## src/verilog/hmr_pkg.sv

```systemverilog
// package of constants for the host message responder
package hmr_pkg;

  // ------------------------------------------------------------
  // request kinds from the link layer
  // ------------------------------------------------------------
  localparam logic [2:0] HMR_KIND_GET_CFG0 = 3'h0;
  localparam logic [2:0] HMR_KIND_SET_DAC  = 3'h1;
  localparam logic [2:0] HMR_KIND_GET_DAC  = 3'h2;
  localparam logic [2:0] HMR_KIND_STATUS0  = 3'h3;
  localparam logic [2:0] HMR_KIND_STATUS1  = 3'h4;

  // ------------------------------------------------------------
  // first-byte message codes and flag positions
  // ------------------------------------------------------------
  localparam logic [7:0] HMR_CODE_GET_CFG0 = 8'h02;
  localparam logic [7:0] HMR_CODE_SET_DAC  = 8'h03;
  localparam logic [7:0] HMR_CODE_GET_DAC  = 8'h04;
  localparam logic [7:0] HMR_CODE_STATUS0  = 8'h05;
  localparam logic [7:0] HMR_CODE_STATUS1  = 8'h06;
  localparam logic [7:0] HMR_CODE_NONE     = 8'h00;
  localparam int         HMR_ACK_BIT       = 6;
  localparam int         HMR_UNSOL_BIT     = 7;

  // ------------------------------------------------------------
  // driver_protection_config field positions and reset
  // ------------------------------------------------------------
  localparam int         HMR_CFG_RSVD_BIT   = 7;
  localparam int         HMR_CFG_PUKEEP_BIT = 6;
  localparam int         HMR_CFG_SLEEP_BIT  = 5;
  localparam int         HMR_CFG_NEUSIM_BIT = 4;
  localparam int         HMR_CFG_UVDIS_BIT  = 3;
  localparam int         HMR_CFG_OCDIS_BIT  = 2;
  localparam int         HMR_CFG_THR_MSB    = 1;
  localparam int         HMR_CFG_THR_LSB    = 0;
  localparam logic [7:0] HMR_CFG_WR_MASK    = 8'h7f;
  localparam logic [7:0] HMR_CFG_RESET      = 8'h00;

  // ------------------------------------------------------------
  // current_limit_reference: code, step and offset
  // ------------------------------------------------------------
  localparam logic [7:0] HMR_DAC_RESET      = 8'h00;
  localparam int         HMR_DAC_STEP_UV    = 13770;
  localparam int         HMR_DAC_OFFSET_MV  = 991;

  // ------------------------------------------------------------
  // driver_fault_flags bit positions
  // ------------------------------------------------------------
  localparam int         HMR_ST1_XUVLO_BIT  = 2;
  localparam int         HMR_ST1_XOC_BIT    = 3;
  localparam int         HMR_ST1_BOR_BIT    = 4;
  localparam int         HMR_ST1_LDO_BIT    = 5;
  localparam logic       HMR_BOR_RESET      = 1'b1;
  localparam logic [7:0] HMR_ST_NORMAL      = 8'h00;

endpackage

```

## src/verilog/hmr_msg_encode.sv

```systemverilog
// two-byte message encoder for the host message responder
`timescale 1ns/1ps
module hmr_msg_encode
(
  input  wire logic [2:0] kind_i,
  input  wire logic       ack_i,
  input  wire logic       unsol_i,
  input  wire logic [7:0] cfg_i,
  input  wire logic [7:0] dac_i,
  input  wire logic [7:0] st0_i,
  input  wire logic [7:0] st1_i,
  output logic      [7:0] byte0_o,
  output logic      [7:0] byte1_o
);

  // ------------------------------------------------------------
  // base code lookup
  // ------------------------------------------------------------
  function automatic logic [7:0] hmr_base_code(input logic [2:0] kind);
    logic [7:0] code;
    code = hmr_pkg::HMR_CODE_NONE;
    unique case (kind)
      hmr_pkg::HMR_KIND_GET_CFG0: code = hmr_pkg::HMR_CODE_GET_CFG0;
      hmr_pkg::HMR_KIND_SET_DAC:  code = hmr_pkg::HMR_CODE_SET_DAC;
      hmr_pkg::HMR_KIND_GET_DAC:  code = hmr_pkg::HMR_CODE_GET_DAC;
      hmr_pkg::HMR_KIND_STATUS0:  code = hmr_pkg::HMR_CODE_STATUS0;
      hmr_pkg::HMR_KIND_STATUS1:  code = hmr_pkg::HMR_CODE_STATUS1;
      default:                    code = hmr_pkg::HMR_CODE_NONE;
    endcase
    return code;
  endfunction

  always_comb
  begin
    byte0_o                         = hmr_base_code(kind_i);
    byte0_o[hmr_pkg::HMR_ACK_BIT]   = ack_i & ~unsol_i;
    byte0_o[hmr_pkg::HMR_UNSOL_BIT] = unsol_i;
    unique case (kind_i)
      hmr_pkg::HMR_KIND_GET_CFG0: byte1_o = cfg_i & hmr_pkg::HMR_CFG_WR_MASK;
      hmr_pkg::HMR_KIND_SET_DAC:  byte1_o = dac_i;
      hmr_pkg::HMR_KIND_GET_DAC:  byte1_o = dac_i;
      hmr_pkg::HMR_KIND_STATUS0:  byte1_o = st0_i;
      hmr_pkg::HMR_KIND_STATUS1:  byte1_o = st1_i;
      default:                    byte1_o = hmr_pkg::HMR_ST_NORMAL;
    endcase
  end

endmodule

```

## src/verilog/hmr_responder.sv

```systemverilog
// host message responder: response and unsolicited message builder
`timescale 1ns/1ps
module hmr_responder
(
  input  wire logic       mclk_i,
  input  wire logic       sys_rst_i,
  // request from link layer
  input  wire logic       req_valid_i,
  input  wire logic [2:0] req_kind_i,
  input  wire logic       req_accept_i,
  input  wire logic [7:0] req_data_i,
  output logic            req_ready_o,
  // configuration load from link layer
  input  wire logic       cfg_load_i,
  input  wire logic [7:0] cfg_data_i,
  // fault sources
  input  wire logic [7:0] supply_fault_i,
  input  wire logic       xfet_undervoltage_lockout_i,
  input  wire logic       xfet_oc_i,
  input  wire logic       ldo_undervoltage_lockout_i,
  input  wire logic       brownout_i,
  // outgoing message to link layer
  output logic            msg_valid_o,
  input  wire logic       msg_ready_i,
  output logic      [7:0] msg_byte0_o,
  output logic      [7:0] msg_byte1_o,
  // configuration outputs
  output logic            pu_disc_en_o,
  output logic            sleep_sel_o,
  output logic            neutral_sim_en_o,
  output logic            undervoltage_lockout_dis_o,
  output logic            xoc_dis_o,
  output logic      [1:0] xoc_thr_o,
  output logic      [7:0] dac_code_o
);

  // ------------------------------------------------------------
  // state
  // ------------------------------------------------------------
  typedef enum logic
  {
    HMR_IDLE,
    HMR_SEND
  } hmr_state_t;

  typedef struct packed
  {
    hmr_state_t state;
    logic       req_ready;
    logic       msg_valid;
    logic [7:0] msg_byte0;
    logic [7:0] msg_byte1;
    logic [7:0] cfg;
    logic [7:0] dac;
    logic       bor;
    logic [7:0] st0_prev;
    logic [7:0] st1_prev;
    logic       pend0;
    logic       pend1;
    logic       pu_disc_en;
  } hmr_regs_t;

  hmr_regs_t  q_r;
  hmr_regs_t  q_nxt;

  logic [7:0] st0_now;
  logic [7:0] st1_now;
  logic [2:0] enc_kind;
  logic       enc_ack;
  logic       enc_unsol;
  logic [7:0] enc_dac;
  logic [7:0] enc_byte0;
  logic [7:0] enc_byte1;
  logic       take_req;
  logic       dac_wr;
  logic       report_slot;
  logic       rise0;
  logic       rise1;

  // ------------------------------------------------------------
  // helpers
  // ------------------------------------------------------------
  // true when any flag went from clear to set since the last edge
  function automatic logic hmr_any_rise(input logic [7:0] now_flags,
                                        input logic [7:0] prev_flags);
    return |(now_flags & ~prev_flags);
  endfunction

  // ------------------------------------------------------------
  // live status payloads
  // ------------------------------------------------------------
  // status zero flags
  assign st0_now = supply_fault_i;

  always_comb
  begin
    // reserved status one bits stay zero
    st1_now                             = hmr_pkg::HMR_ST_NORMAL;
    st1_now[hmr_pkg::HMR_ST1_XUVLO_BIT] = xfet_undervoltage_lockout_i;
    st1_now[hmr_pkg::HMR_ST1_XOC_BIT]   = xfet_oc_i;
    st1_now[hmr_pkg::HMR_ST1_LDO_BIT]   = ldo_undervoltage_lockout_i;
    st1_now[hmr_pkg::HMR_ST1_BOR_BIT]   = q_r.bor;
  end

  // ------------------------------------------------------------
  // encoder selection
  // ------------------------------------------------------------
  // solicited answers go first; a pending report waits for idle
  assign take_req = (q_r.state == HMR_IDLE) & req_valid_i;
  assign dac_wr   = take_req & req_accept_i & (req_kind_i == hmr_pkg::HMR_KIND_SET_DAC);

  always_comb
  begin
    enc_kind  = req_kind_i;
    enc_ack   = req_accept_i;
    enc_unsol = 1'b0;
    if (!req_valid_i)
    begin
      enc_ack   = 1'b0;
      enc_unsol = 1'b1;
      enc_kind  = q_r.pend0 ? hmr_pkg::HMR_KIND_STATUS0 : hmr_pkg::HMR_KIND_STATUS1;
    end
  end

  // echo the new code on an accepted write
  assign enc_dac = dac_wr ? req_data_i : q_r.dac;

  hmr_msg_encode u_encode
  (
    .kind_i  (enc_kind),
    .ack_i   (enc_ack),
    .unsol_i (enc_unsol),
    .cfg_i   (q_r.cfg),
    .dac_i   (enc_dac),
    .st0_i   (st0_now),
    .st1_i   (st1_now),
    .byte0_o (enc_byte0),
    .byte1_o (enc_byte1)
  );

  // ------------------------------------------------------------
  // report queue events
  // ------------------------------------------------------------
  // idle with no request: the only slot a queued report may use
  assign report_slot = (q_r.state == HMR_IDLE) & ~req_valid_i;
  // only a rising flag queues a report; clearing stays silent,
  // so a flag that toggles fast may be folded into one report
  assign rise0       = hmr_any_rise(st0_now, q_r.st0_prev);
  assign rise1       = hmr_any_rise(st1_now, q_r.st1_prev);

  // ------------------------------------------------------------
  // next state
  // ------------------------------------------------------------
  always_comb
  begin
    q_nxt          = q_r;
    q_nxt.st0_prev = st0_now;
    q_nxt.st1_prev = st1_now;

    if (cfg_load_i)
    begin
      q_nxt.cfg = cfg_data_i & hmr_pkg::HMR_CFG_WR_MASK;
    end

    if (dac_wr)
    begin
      q_nxt.dac = req_data_i;
    end

    q_nxt.bor = (q_r.bor & ~cfg_load_i) | brownout_i;

    // bytes latched at issue stay put however long the link stalls
    unique case (q_r.state)
      HMR_IDLE:
      begin
        if (req_valid_i)
        begin
          q_nxt.msg_valid = 1'b1;
          q_nxt.msg_byte0 = enc_byte0;
          q_nxt.msg_byte1 = enc_byte1;
          q_nxt.state     = HMR_SEND;
        end
        else if (q_r.pend0 | q_r.pend1)
        begin
          q_nxt.msg_valid = 1'b1;
          q_nxt.msg_byte0 = enc_byte0;
          q_nxt.msg_byte1 = enc_byte1;
          q_nxt.state     = HMR_SEND;
        end
      end
      HMR_SEND:
      begin
        if (msg_ready_i)
        begin
          q_nxt.msg_valid = 1'b0;
          q_nxt.state     = HMR_IDLE;
        end
      end
    endcase

    // an issued report leaves the queue; a new rise in that cycle wins
    if (report_slot & q_r.pend0)
    begin
      q_nxt.pend0 = 1'b0;
    end
    else if (report_slot & q_r.pend1)
    begin
      q_nxt.pend1 = 1'b0;
    end
    if (rise0)
    begin
      q_nxt.pend0 = 1'b1;
    end
    if (rise1)
    begin
      q_nxt.pend1 = 1'b1;
    end

    // registered from the next state, so ready falls with the taking edge
    q_nxt.req_ready = (q_nxt.state == HMR_IDLE);

    q_nxt.pu_disc_en = ~q_nxt.cfg[hmr_pkg::HMR_CFG_PUKEEP_BIT]
                     | q_nxt.cfg[hmr_pkg::HMR_CFG_SLEEP_BIT];
  end

  // ------------------------------------------------------------
  // registers
  // ------------------------------------------------------------
  always_ff @(posedge mclk_i or posedge sys_rst_i)
  begin
    if (sys_rst_i)
    begin
      q_r.state      <= HMR_IDLE;
      q_r.req_ready  <= 1'b1;
      q_r.msg_valid  <= 1'b0;
      q_r.msg_byte0  <= hmr_pkg::HMR_CODE_NONE;
      q_r.msg_byte1  <= hmr_pkg::HMR_ST_NORMAL;
      q_r.cfg        <= hmr_pkg::HMR_CFG_RESET;
      q_r.dac        <= hmr_pkg::HMR_DAC_RESET;
      // start-up config lost
      // comes up set so the first report tells the host to reconfigure
      q_r.bor        <= hmr_pkg::HMR_BOR_RESET;
      q_r.st0_prev   <= hmr_pkg::HMR_ST_NORMAL;
      q_r.st1_prev   <= hmr_pkg::HMR_ST_NORMAL;
      q_r.pend0      <= 1'b0;
      q_r.pend1      <= 1'b0;
      q_r.pu_disc_en <= 1'b1;
    end
    else
    begin
      q_r <= q_nxt;
    end
  end

  // ------------------------------------------------------------
  // outputs
  // ------------------------------------------------------------
  assign req_ready_o      = q_r.req_ready;
  assign msg_valid_o      = q_r.msg_valid;
  assign msg_byte0_o      = q_r.msg_byte0;
  assign msg_byte1_o      = q_r.msg_byte1;
  assign pu_disc_en_o     = q_r.pu_disc_en;
  assign sleep_sel_o      = q_r.cfg[hmr_pkg::HMR_CFG_SLEEP_BIT];
  assign neutral_sim_en_o = q_r.cfg[hmr_pkg::HMR_CFG_NEUSIM_BIT];
  assign undervoltage_lockout_dis_o       = q_r.cfg[hmr_pkg::HMR_CFG_UVDIS_BIT];
  assign xoc_dis_o        = q_r.cfg[hmr_pkg::HMR_CFG_OCDIS_BIT];
  assign xoc_thr_o        = q_r.cfg[hmr_pkg::HMR_CFG_THR_MSB:hmr_pkg::HMR_CFG_THR_LSB];
  // passed as is: every eight-bit code is a legal reference step
  assign dac_code_o       = q_r.dac;

endmodule

```

## config.mk

```make
export PLATFORM = sky130hd
export DESIGN_NAME = hmr_responder
export DESIGN_NICKNAME = d
export VERILOG_FILES = /design/src/verilog/hmr_pkg.sv /design/src/verilog/hmr_msg_encode.sv /design/src/verilog/hmr_responder.sv
export SDC_FILE = /design/constraint.sdc
export NUM_CORES = 1
export LEC_CHECK = 0
export BUFFER_PORTS_ARGS = -buffer_cell sky130_fd_sc_hd__buf_4
export CORE_MARGIN = 3
export CORE_UTILIZATION = 50
export DETAILED_ROUTE_END_ITERATION = 6
export PLACE_DENSITY = 0.78
export SYNTH_ARGS = -nofsm -noshare
export SYNTH_HDL_FRONTEND = slang
export SYNTH_SLANG_ARGS = --single-unit
```

## constraint.sdc

```tcl
create_clock -name mclk_i -period 1.8 [get_ports mclk_i]
set_input_delay 0.36 -clock mclk_i [delete_from_list [all_inputs] [get_ports mclk_i]]
set_output_delay 0.36 -clock mclk_i [all_outputs]
set_load 0.01 [all_outputs]
```

==> results of run 1 <==
==> kinds of logic after synthesis <==
family                 Yosys count  synth area share, %
AO/OA/AOI/OAI                   45                 13.9
multiplexers                    16                 8.16
flip-flops                      47                 53.8
AND/OR/NAND/NOR                 35                 9.76
other                            1                0.171
buffers and inverters           51                 13.8
XOR/XNOR                         1                0.400
==> cell type report <==
cell class              count  share of cell area (%)
clock inverters             2                   0.476
clock buffers               6                    2.76
multi-input cells         100                    27.3
well taps                  50                    2.38
inverters                  16                    2.28
repair buffers             68                    19.9
flip-flops and latches     47                    44.9
==> sequential cells by signal (all words and copies together) (netlist names), 2 cells and up <==
name / count
msg_byte0_o: 5
dac_code_o: 8
xoc_thr_o: 2
msg_byte1_o: 8
q_r: 16
==> layer usage <==
layer  global-route usage, %  vias to the layer above
li1                        -                      732
met5                       0                        -
met1                    25.1                      702
met4                    4.80                        0
met3                    5.12                        6
met2                    27.2                       60
==> through the flow <==
step | util (%) | std cells | instance area, um2
after CTS | 63.9 | 289 | 2630
after global routing | 63.9 | 289 | 2630
after global placement | 61.8 | 281 | 2540
final | 63.9 | 289 | 2630
after floorplan | - | 198 | 2200
after detailed placement | 61.8 | 281 | 2540
==> power breakdown <==
group          switching (W)  internal (W)
sequential         0.0000578       0.00116
clock               0.000339      0.000272
combinational       0.000209      0.000254
==> worst max-delay path by stage <==
stage | start | endpoint | slack [ns] | cells past startpoint
floorplan | req_kind_i[1] | msg_byte1_o[1] | 0.27 | 5
global placement | req_valid_i | msg_byte1_o[1] | 0.13 | 5
detailed placement | req_kind_i[1] | msg_byte1_o[2] | 0.09 | 5
CTS | q_r[54] | msg_byte1_o[6] | 0.20 | 4
global route | q_r[54] | msg_byte1_o[6] | 0.12 | 4
finish | q_r[1] | msg_byte1_o[2] | 0.21 | 4
==> layout by cell type (no fill, tap or decap), types with 3 or more instances in the layout <==
cell type and n:
a31oi_1 6, buf_4 67, o22ai_1 4, dfstp_2 3, conb_1 3, o21ai_0 15
a221o_1 8, nand2_1 12, nor2_1 9, mux2_2 15, dfrtp_1 44, clkbuf_8 5
a21oi_1 4, inv_1 15
==> flow_metrics.tcl, run 1 <==
set metrics [dict create \
    status "complete, no violations" \
    max_freq_ghz 0.630 \
    cts_buffers 5 \
    fin_crit_ns 1.59 \
    critical_path.slowest_cell "dfrtp_1" \
    cp_cell_sequence "nor3_1, or3_1, a31oi_1, a221o_1" \
    core_mm2 0.00412 \
    io_pins 70 \
    insertion_delay_ns 0.29 \
    n_antenna_cell 0 \
    critPathMaxStageDelay_ns 0.42 \
    seqCellArea_mm2 0.00118 \
    cp.arrival_ns 1.76 \
    ys_seq_area_share_pct 53.8 \
    cellLeakagePower_nw 1.28 \
    die_area_mm2 0.00522 \
    antenna_found_initial 0 \
    finalWorstSetupSlack_ns 0.213 \
    worstReg2RegStart "q_r[1]" \
    clock-root-buffer "clkbuf_8" \
    wl_met3_um 324 \
    rrSetupSlack_ns 0.21 \
    clk_pin_slew_ns 0.08 \
    route.detailed.drc 0 \
    p_per_area_mw_per_mm2 873 \
    hold_viol 0 \
    synth_cells 196 \
    place_ws_ns 0.0863 \
    layout-drive-gt1-share_pct 42.3 \
    hold_ws_ns 0.0474 \
    ctsResizeCount 0 \
    cts_sinks 47 \
    maxCapViolations 0 \
    place_congestion 0.812 \
    r2r-end "msg_byte1_o[2]" \
    grt_start_max_net_pins 31 \
    slew_violations 0 \
    min_period_over_period_pct 88.2 \
    h-tree-depth 2 \
    setup_viol 0 \
    power_w 0.00230 \
    grt_pass1_wl_um 7160 \
    worstSetupStartpointType "flop" \
    finClkSkew_ns 0.00506 \
    synth_top_area_share_pct 50.2 \
    async_flop_share_pct 100 \
    synth_warnings 0 \
    first_global_vias 1481 \
    netlist_area_mm2 0.00219 \
    ys_types 37 \
    drtIter0Drc 63 \
    reg2regPathDepth 4 \
    cts_tree "yes" \
    post-synth-top-count-cell "dfrtp_1" \
    wl_met1_um 1960 \
    ir_drop_uv 502 \
    cts_hold_buf 0 \
    ys.flop_type "dfrtp_1" \
    dp_hpwl_um 3360 \
    vias_per_cell 5.19 \
    avgRoutedWirePerCell_um 15.0 \
    clock_path_buffers 2 \
    syn2layout_area_growth_pct 19.9 \
    initial_utilization_pct 53.3 \
    antenna_left 0 \
    synthTopCellsByArea "dfrtp_1 50%, buf_4 9.2%, mux2_2 7.7%" \
    detail_route.first_pass.iterations 4 \
    path_max_fanout 8 \
    die_w_um 72.2 \
    fillCellCount 340 \
    wl_um 4330 \
    rows 23 \
    num_vias 1500 \
    nets 275 \
    hold_class "in -> async" \
    post-cts-setup-buffers 0 \
    path_delay_family "simple AND/OR/NAND/NOR gates" \
    top_layer_used "met4" \
    port_buffers 65 \
    die_h_um 72.2 \
    synth_common_cells "44 x dfrtp_1, 27 x buf_4, 16 x inv_1" \
    grt_usage_pct 17.8 \
    syn-mean-instance-area_um2 11.2 \
    dr_wl_met2_um 1990 \
    overflow 0 \
    synth_edf_count 0 \
    cp-end-kind "flop" \
    synth_seq_cells 47 \
    path_buf_inv 0 \
    multiInputGateArea_um2 718 \
    cp.required_ns 1.98 \
    setup_tns_ns 0 \
    path_class "reg -> reg" \
    rsz0062_at_grt "false" \
    yosys.area.top_type "dfrtp_1" \
]
(Power assumes the default switching activity.)
==> run 2: changes to the inputs <==
GPL_ROUTABILITY_DRIVEN = 0   (was unset)
MAX_ROUTING_LAYER = met4   (was unset)
==> flow_metrics.tcl, run 2 (same netlist as run 1, synthesis figures left out) <==
set metrics [dict create \
    status "complete, no violations" \
    grt_pass1_wl_um 7180 \
    cts_hold_buf 0 \
    hold_class "in -> async" \
    rows 23 \
    cts_buffers 5 \
    critical_path.slowest_cell "dfrtp_1" \
    fin_crit_ns 1.58 \
    layout_common_cells "67 x buf_4, 44 x dfrtp_1, 15 x mux2_2, 15 x inv_1, 15 x o21ai_0" \
    detail_route.first_pass.iterations 4 \
    vias_per_cell 5.20 \
    first_global_vias 1474 \
    setup_viol 0 \
    pwr-share-clk_pct 26.6 \
    num_vias 1502 \
    cellLeakagePower_nw 1.28 \
    power_frac_seq_pct 53.3 \
    rsz0062_at_grt "false" \
    die_h_um 72.2 \
    cp.required_ns 1.98 \
    slew_violations 0 \
    largest_reg_flops 16 \
    top_register "q_r" \
    worstSetupStartpointType "flop" \
    p_comb_share_pct 20.1 \
    p_per_area_mw_per_mm2 873 \
    layout-drive-gt1-share_pct 42.3 \
    dp_hpwl_um 3360 \
    antenna_found_initial 0 \
    die_w_um 72.2 \
    path_delay_family "simple AND/OR/NAND/NOR gates" \
    max_freq_ghz 0.634 \
    cp_cell_sequence "nor3_1, or3_1, a31oi_1, a221o_1" \
    p_sw_w 0.000604 \
    core_mm2 0.00412 \
    overflow 0 \
    final_common_cell "buf_4" \
    drtIter0Drc 70 \
    path_max_fanout 8 \
    clock_path_buffers 2 \
    insertion_delay_ns 0.29 \
    io_pins 70 \
    maxCapViolations 0 \
    p_int_w 0.00169 \
    cts_sinks 47 \
    clk_pin_slew_ns 0.08 \
    post-cts-setup-buffers 0 \
    cts_tree "yes" \
    path_class "reg -> reg" \
    ir_drop_uv 501 \
    fin_cells 289 \
    swShare_pct 26.3 \
    min_period_over_period_pct 87.7 \
    initial_utilization_pct 53.3 \
    syn2layout_area_growth_pct 19.9 \
    critPathMaxStageDelay_ns 0.41 \
    fillCellCount 340 \
    path_buf_inv 0 \
    nets 275 \
    hold_viol 0 \
    cp-end-kind "flop" \
    finClkSkew_ns 0.00478 \
    n_antenna_cell 0 \
    setup_tns_ns 0 \
    wl_um 4270 \
    avgRoutedWirePerCell_um 14.8 \
    ctsResizeCount 0 \
    grt_usage_pct 18.4 \
    clock-root-buffer "clkbuf_8" \
    power_w 0.00229 \
    h-tree-depth 2 \
    antenna_left 0 \
    placed_cells 281 \
    port_buffers 65 \
    die_area_mm2 0.00522 \
    route.detailed.drc 0 \
    grt_start_max_net_pins 31 \
    cp.arrival_ns 1.75 \
]
## run 2: cell counts in the layout (fill, tap and decap cells not counted)
No cell type changed its count.
## run 2: power groups by stage
| stage | clock network (W) | registers, W | logic [W] |
|---|---|---|---|
| after global placement | 0 | 0.00124 | 0.000456 |
| after floorplan | 0 | 0.00123 | 0.000327 |
| after detailed placement | 0 | 0.00124 | 0.000467 |
| after global routing | 0.000673 | 0.00124 | 0.000506 |
| after CTS | 0.000630 | 0.00122 | 0.000470 |
| final | 0.000610 | 0.00122 | 0.000462 |
## run 2: path summary, 6_finish.rpt
check	start	cells past startpoint	end	slack (ns)
max in group asynchronous	sys_rst_i	3	q_r[2]	1.27
setup reg to reg	q_r[1]	4	msg_byte1_o[2]	0.22
min in group mclk_i	supply_fault_i[1]	1	q_r[12]	0.18
setup / recovery	q_r[1]	4	msg_byte1_o[2]	0.22
hold reg to reg	q_nxt[7]	0	q_r[7]	0.41
hold / removal	sys_rst_i	2	neutral_sim_en_o	0.05
## run 2: worst reg2reg max path: stages (launching register included)
cell     delay (ns)
dfrtp_1        0.41
nor3_1         0.28
or3_1          0.34
a31oi_1        0.13
a221o_1        0.29
## run 2: cell type report
class / count / area, um2 / area share [%]
clock buffers: 6 / 72.6 / 2.76
clock inverters: 2 / 12.5 / 0.476
inverters: 16 / 60.1 / 2.28
multi-input cells: 100 / 718 / 27.3
flip-flops and latches: 47 / 1180 / 44.9
well taps: 50 / 62.6 / 2.38
repair buffers: 68 / 523 / 19.9
## run 2: layer usage
layer  up-vias  part of all wire, %  global-route usage (%)
met3         6                  7.3                    5.12
met4         0                  1.4                    4.80
met5         -                    0                       -
met1       710                   45                    25.2
met2        54                   46                    27.2
li1        732                    -                       -
## run 2: through the flow
| step | hold WS [ns] | cell area, um2 | util (%) | worst slack (ns) |
|---|---|---|---|---|
| 2_1_floorplan | 0.391 | 2200 | - | 0.275 |
| 3_3_place_gp | 0.370 | 2540 | 61.8 | 0.133 |
| 3_5_place_dp | 0.375 | 2540 | 61.8 | 0.0863 |
| 4_1_cts | 0.0537 | 2630 | 63.9 | 0.204 |
| 5_1_grt | 0.0734 | 2630 | 63.9 | 0.115 |
| 6_report | 0.0482 | 2630 | 63.9 | 0.222 |
==> run 3: changes to the inputs <==
RECOVER_POWER = 100   (was unset)
==> flow_metrics.tcl, run 3 (same netlist as run 1, synthesis figures left out) <==
set metrics [dict create \
    busiest_layer "met2" \
    n_antenna_cell 0 \
    fillCellCount 390 \
    critical_path.slowest_cell "dfrtp_1" \
    die_area_mm2 0.00522 \
    dp_hpwl_um 3360 \
    setup_viol 0 \
    cp_cell_sequence "inv_1, nand4_4, mux2_1, a221o_1" \
    grt_pass1_wl_um 7180 \
    maxCapViolations 0 \
    status "complete, no violations" \
    pwr-share-clk_pct 27.4 \
    min_period_over_period_pct 89.5 \
    hold_viol 0 \
    p_comb_share_pct 17.1 \
    io_pins 70 \
    top_register "q_r" \
    ctsResizeCount 0 \
    power_frac_seq_pct 55.5 \
    final_common_cell "dfrtp_1" \
    insertion_delay_ns 0.29 \
    antenna_found_initial 0 \
    layout-drive-gt1-share_pct 22.6 \
    clk_pin_slew_ns 0.08 \
    cts_hold_buf 0 \
    grt_start_max_net_pins 31 \
    multiInputGateArea_um2 718 \
    cellLeakagePower_nw 1.12 \
    worstReg2RegStart "q_r[54]" \
    cts_tree "yes" \
    cp.arrival_ns 1.79 \
    largest_reg_flops 16 \
    vias_per_cell 5.19 \
    antenna_left 0 \
    p_per_area_mw_per_mm2 894 \
    layout_common_cells "44 x dfrtp_1, 42 x clkbuf_1, 25 x buf_4, 16 x inv_1, 15 x o21ai_0" \
    grt_usage_pct 18.4 \
    rrSetupSlack_ns 0.19 \
    swShare_pct 27.1 \
    met1_usage_pct 25.2 \
    die_h_um 72.2 \
    critPathMaxStageDelay_ns 0.45 \
    path_max_fanout 8 \
    worstSetupStartpointType "flop" \
    cts_sinks 47 \
    num_vias 1501 \
    worstMarginPinSlew_ns 0.721 \
    fin_util_pct 59.8 \
    finClkSkew_ns 0.00436 \
    fin_crit_ns 1.61 \
    avgRoutedWirePerCell_um 15.0 \
    cp.required_ns 1.98 \
    p_sw_w 0.000597 \
    slew_violations 0 \
    p_int_w 0.00160 \
    drtIter0Drc 50 \
    syn2layout_area_growth_pct 12.2 \
    reg2regPathDepth 4 \
    nets 275 \
    ir_drop_uv 504 \
    core_mm2 0.00412 \
    detail_route.first_pass.iterations 4 \
    cp-end-kind "flop" \
    clock_path_buffers 2 \
    port_buffers 65 \
    wl_um 4330 \
    hold_class "in -> async" \
    cts_buffers 5 \
    seqCellArea_mm2 0.00118 \
    first_global_vias 1474 \
    grt_use_met3_pct 5.12 \
    rows 23 \
    clock-root-buffer "clkbuf_8" \
    die_w_um 72.2 \
    setup_tns_ns 0 \
    overflow 0 \
    rsz0062_at_grt "false" \
    max_freq_ghz 0.621 \
    route.detailed.drc 0 \
    path_class "reg -> reg" \
    post-cts-setup-buffers 0 \
    r2r-end "msg_byte1_o[3]" \
    use_met2_pct 27.2 \
    h-tree-depth 2 \
    initial_utilization_pct 53.3 \
    slew_headroom_pct 51.9 \
]
-- run 3: cell count changes in the layout (fill, tap and decap cells not counted), sizes merged --
cell    before  now
buf         68   25
clkbuf       6   49
-- run 3: through the flow --
step                      instance area (um2)  total power, W  instances  setup slack [ns]  hold slack [ns]
after global routing                     2460         0.00233        289            0.0631            0.185
final                                    2460         0.00220        289             0.189            0.158
after global placement                   2540         0.00170        281             0.133            0.370
after detailed placement                 2540         0.00171        281            0.0863            0.375
after CTS                                2630         0.00232        289             0.204           0.0537
after floorplan                          2200         0.00156        198             0.275            0.391
-- run 3: cell type report --
| cell class | instances | share of cell area (%) |
|---|---|---|
| multi-input combinational | 100 | 29.2 |
| tap | 50 | 2.54 |
| clock buffer | 6 | 2.95 |
| clock inverter | 2 | 0.509 |
| inverter | 16 | 2.44 |
| sequential | 47 | 48.0 |
| timing repair buffer | 68 | 14.4 |
-- run 3: power groups by stage --
stage | clock network, W | registers [W] | logic (W)
after global placement | 0 | 0.00124 | 0.000456
final | 0.000603 | 0.00122 | 0.000377
after CTS | 0.000630 | 0.00122 | 0.000470
after floorplan | 0 | 0.00123 | 0.000327
after global routing | 0.000673 | 0.00124 | 0.000419
after detailed placement | 0 | 0.00124 | 0.000467
-- run 3: worst max path at each step --
| stage | start | endpoint | slack [ns] | cells past startpoint |
|---|---|---|---|---|
| final | q_r[54] | msg_byte1_o[3] | 0.19 | 4 |
| after global routing | q_r[54] | msg_byte1_o[4] | 0.06 | 4 |
| after CTS | q_r[54] | msg_byte1_o[6] | 0.20 | 4 |
| after detailed placement | req_kind_i[1] | msg_byte1_o[2] | 0.09 | 5 |
| after global placement | req_valid_i | msg_byte1_o[1] | 0.13 | 5 |
| after floorplan | req_kind_i[1] | msg_byte1_o[1] | 0.27 | 5 |
-- run 3: critical path, delay by kind of cell, from the launching register on --
kind	cells	cell delay, ns
compound gates	1	0.32
simple gates	1	0.18
flops	1	0.45
mux	1	0.39
buf+inv	1	0.17
-- run 3: routing by layer --
metal	vias to the layer above	share of wire, %	routed length, um
met2	58	46	2020
met5	-	0	0
li1	730	-	-
met1	709	45	1960
met3	4	7.2	313
met4	0	1.1	47
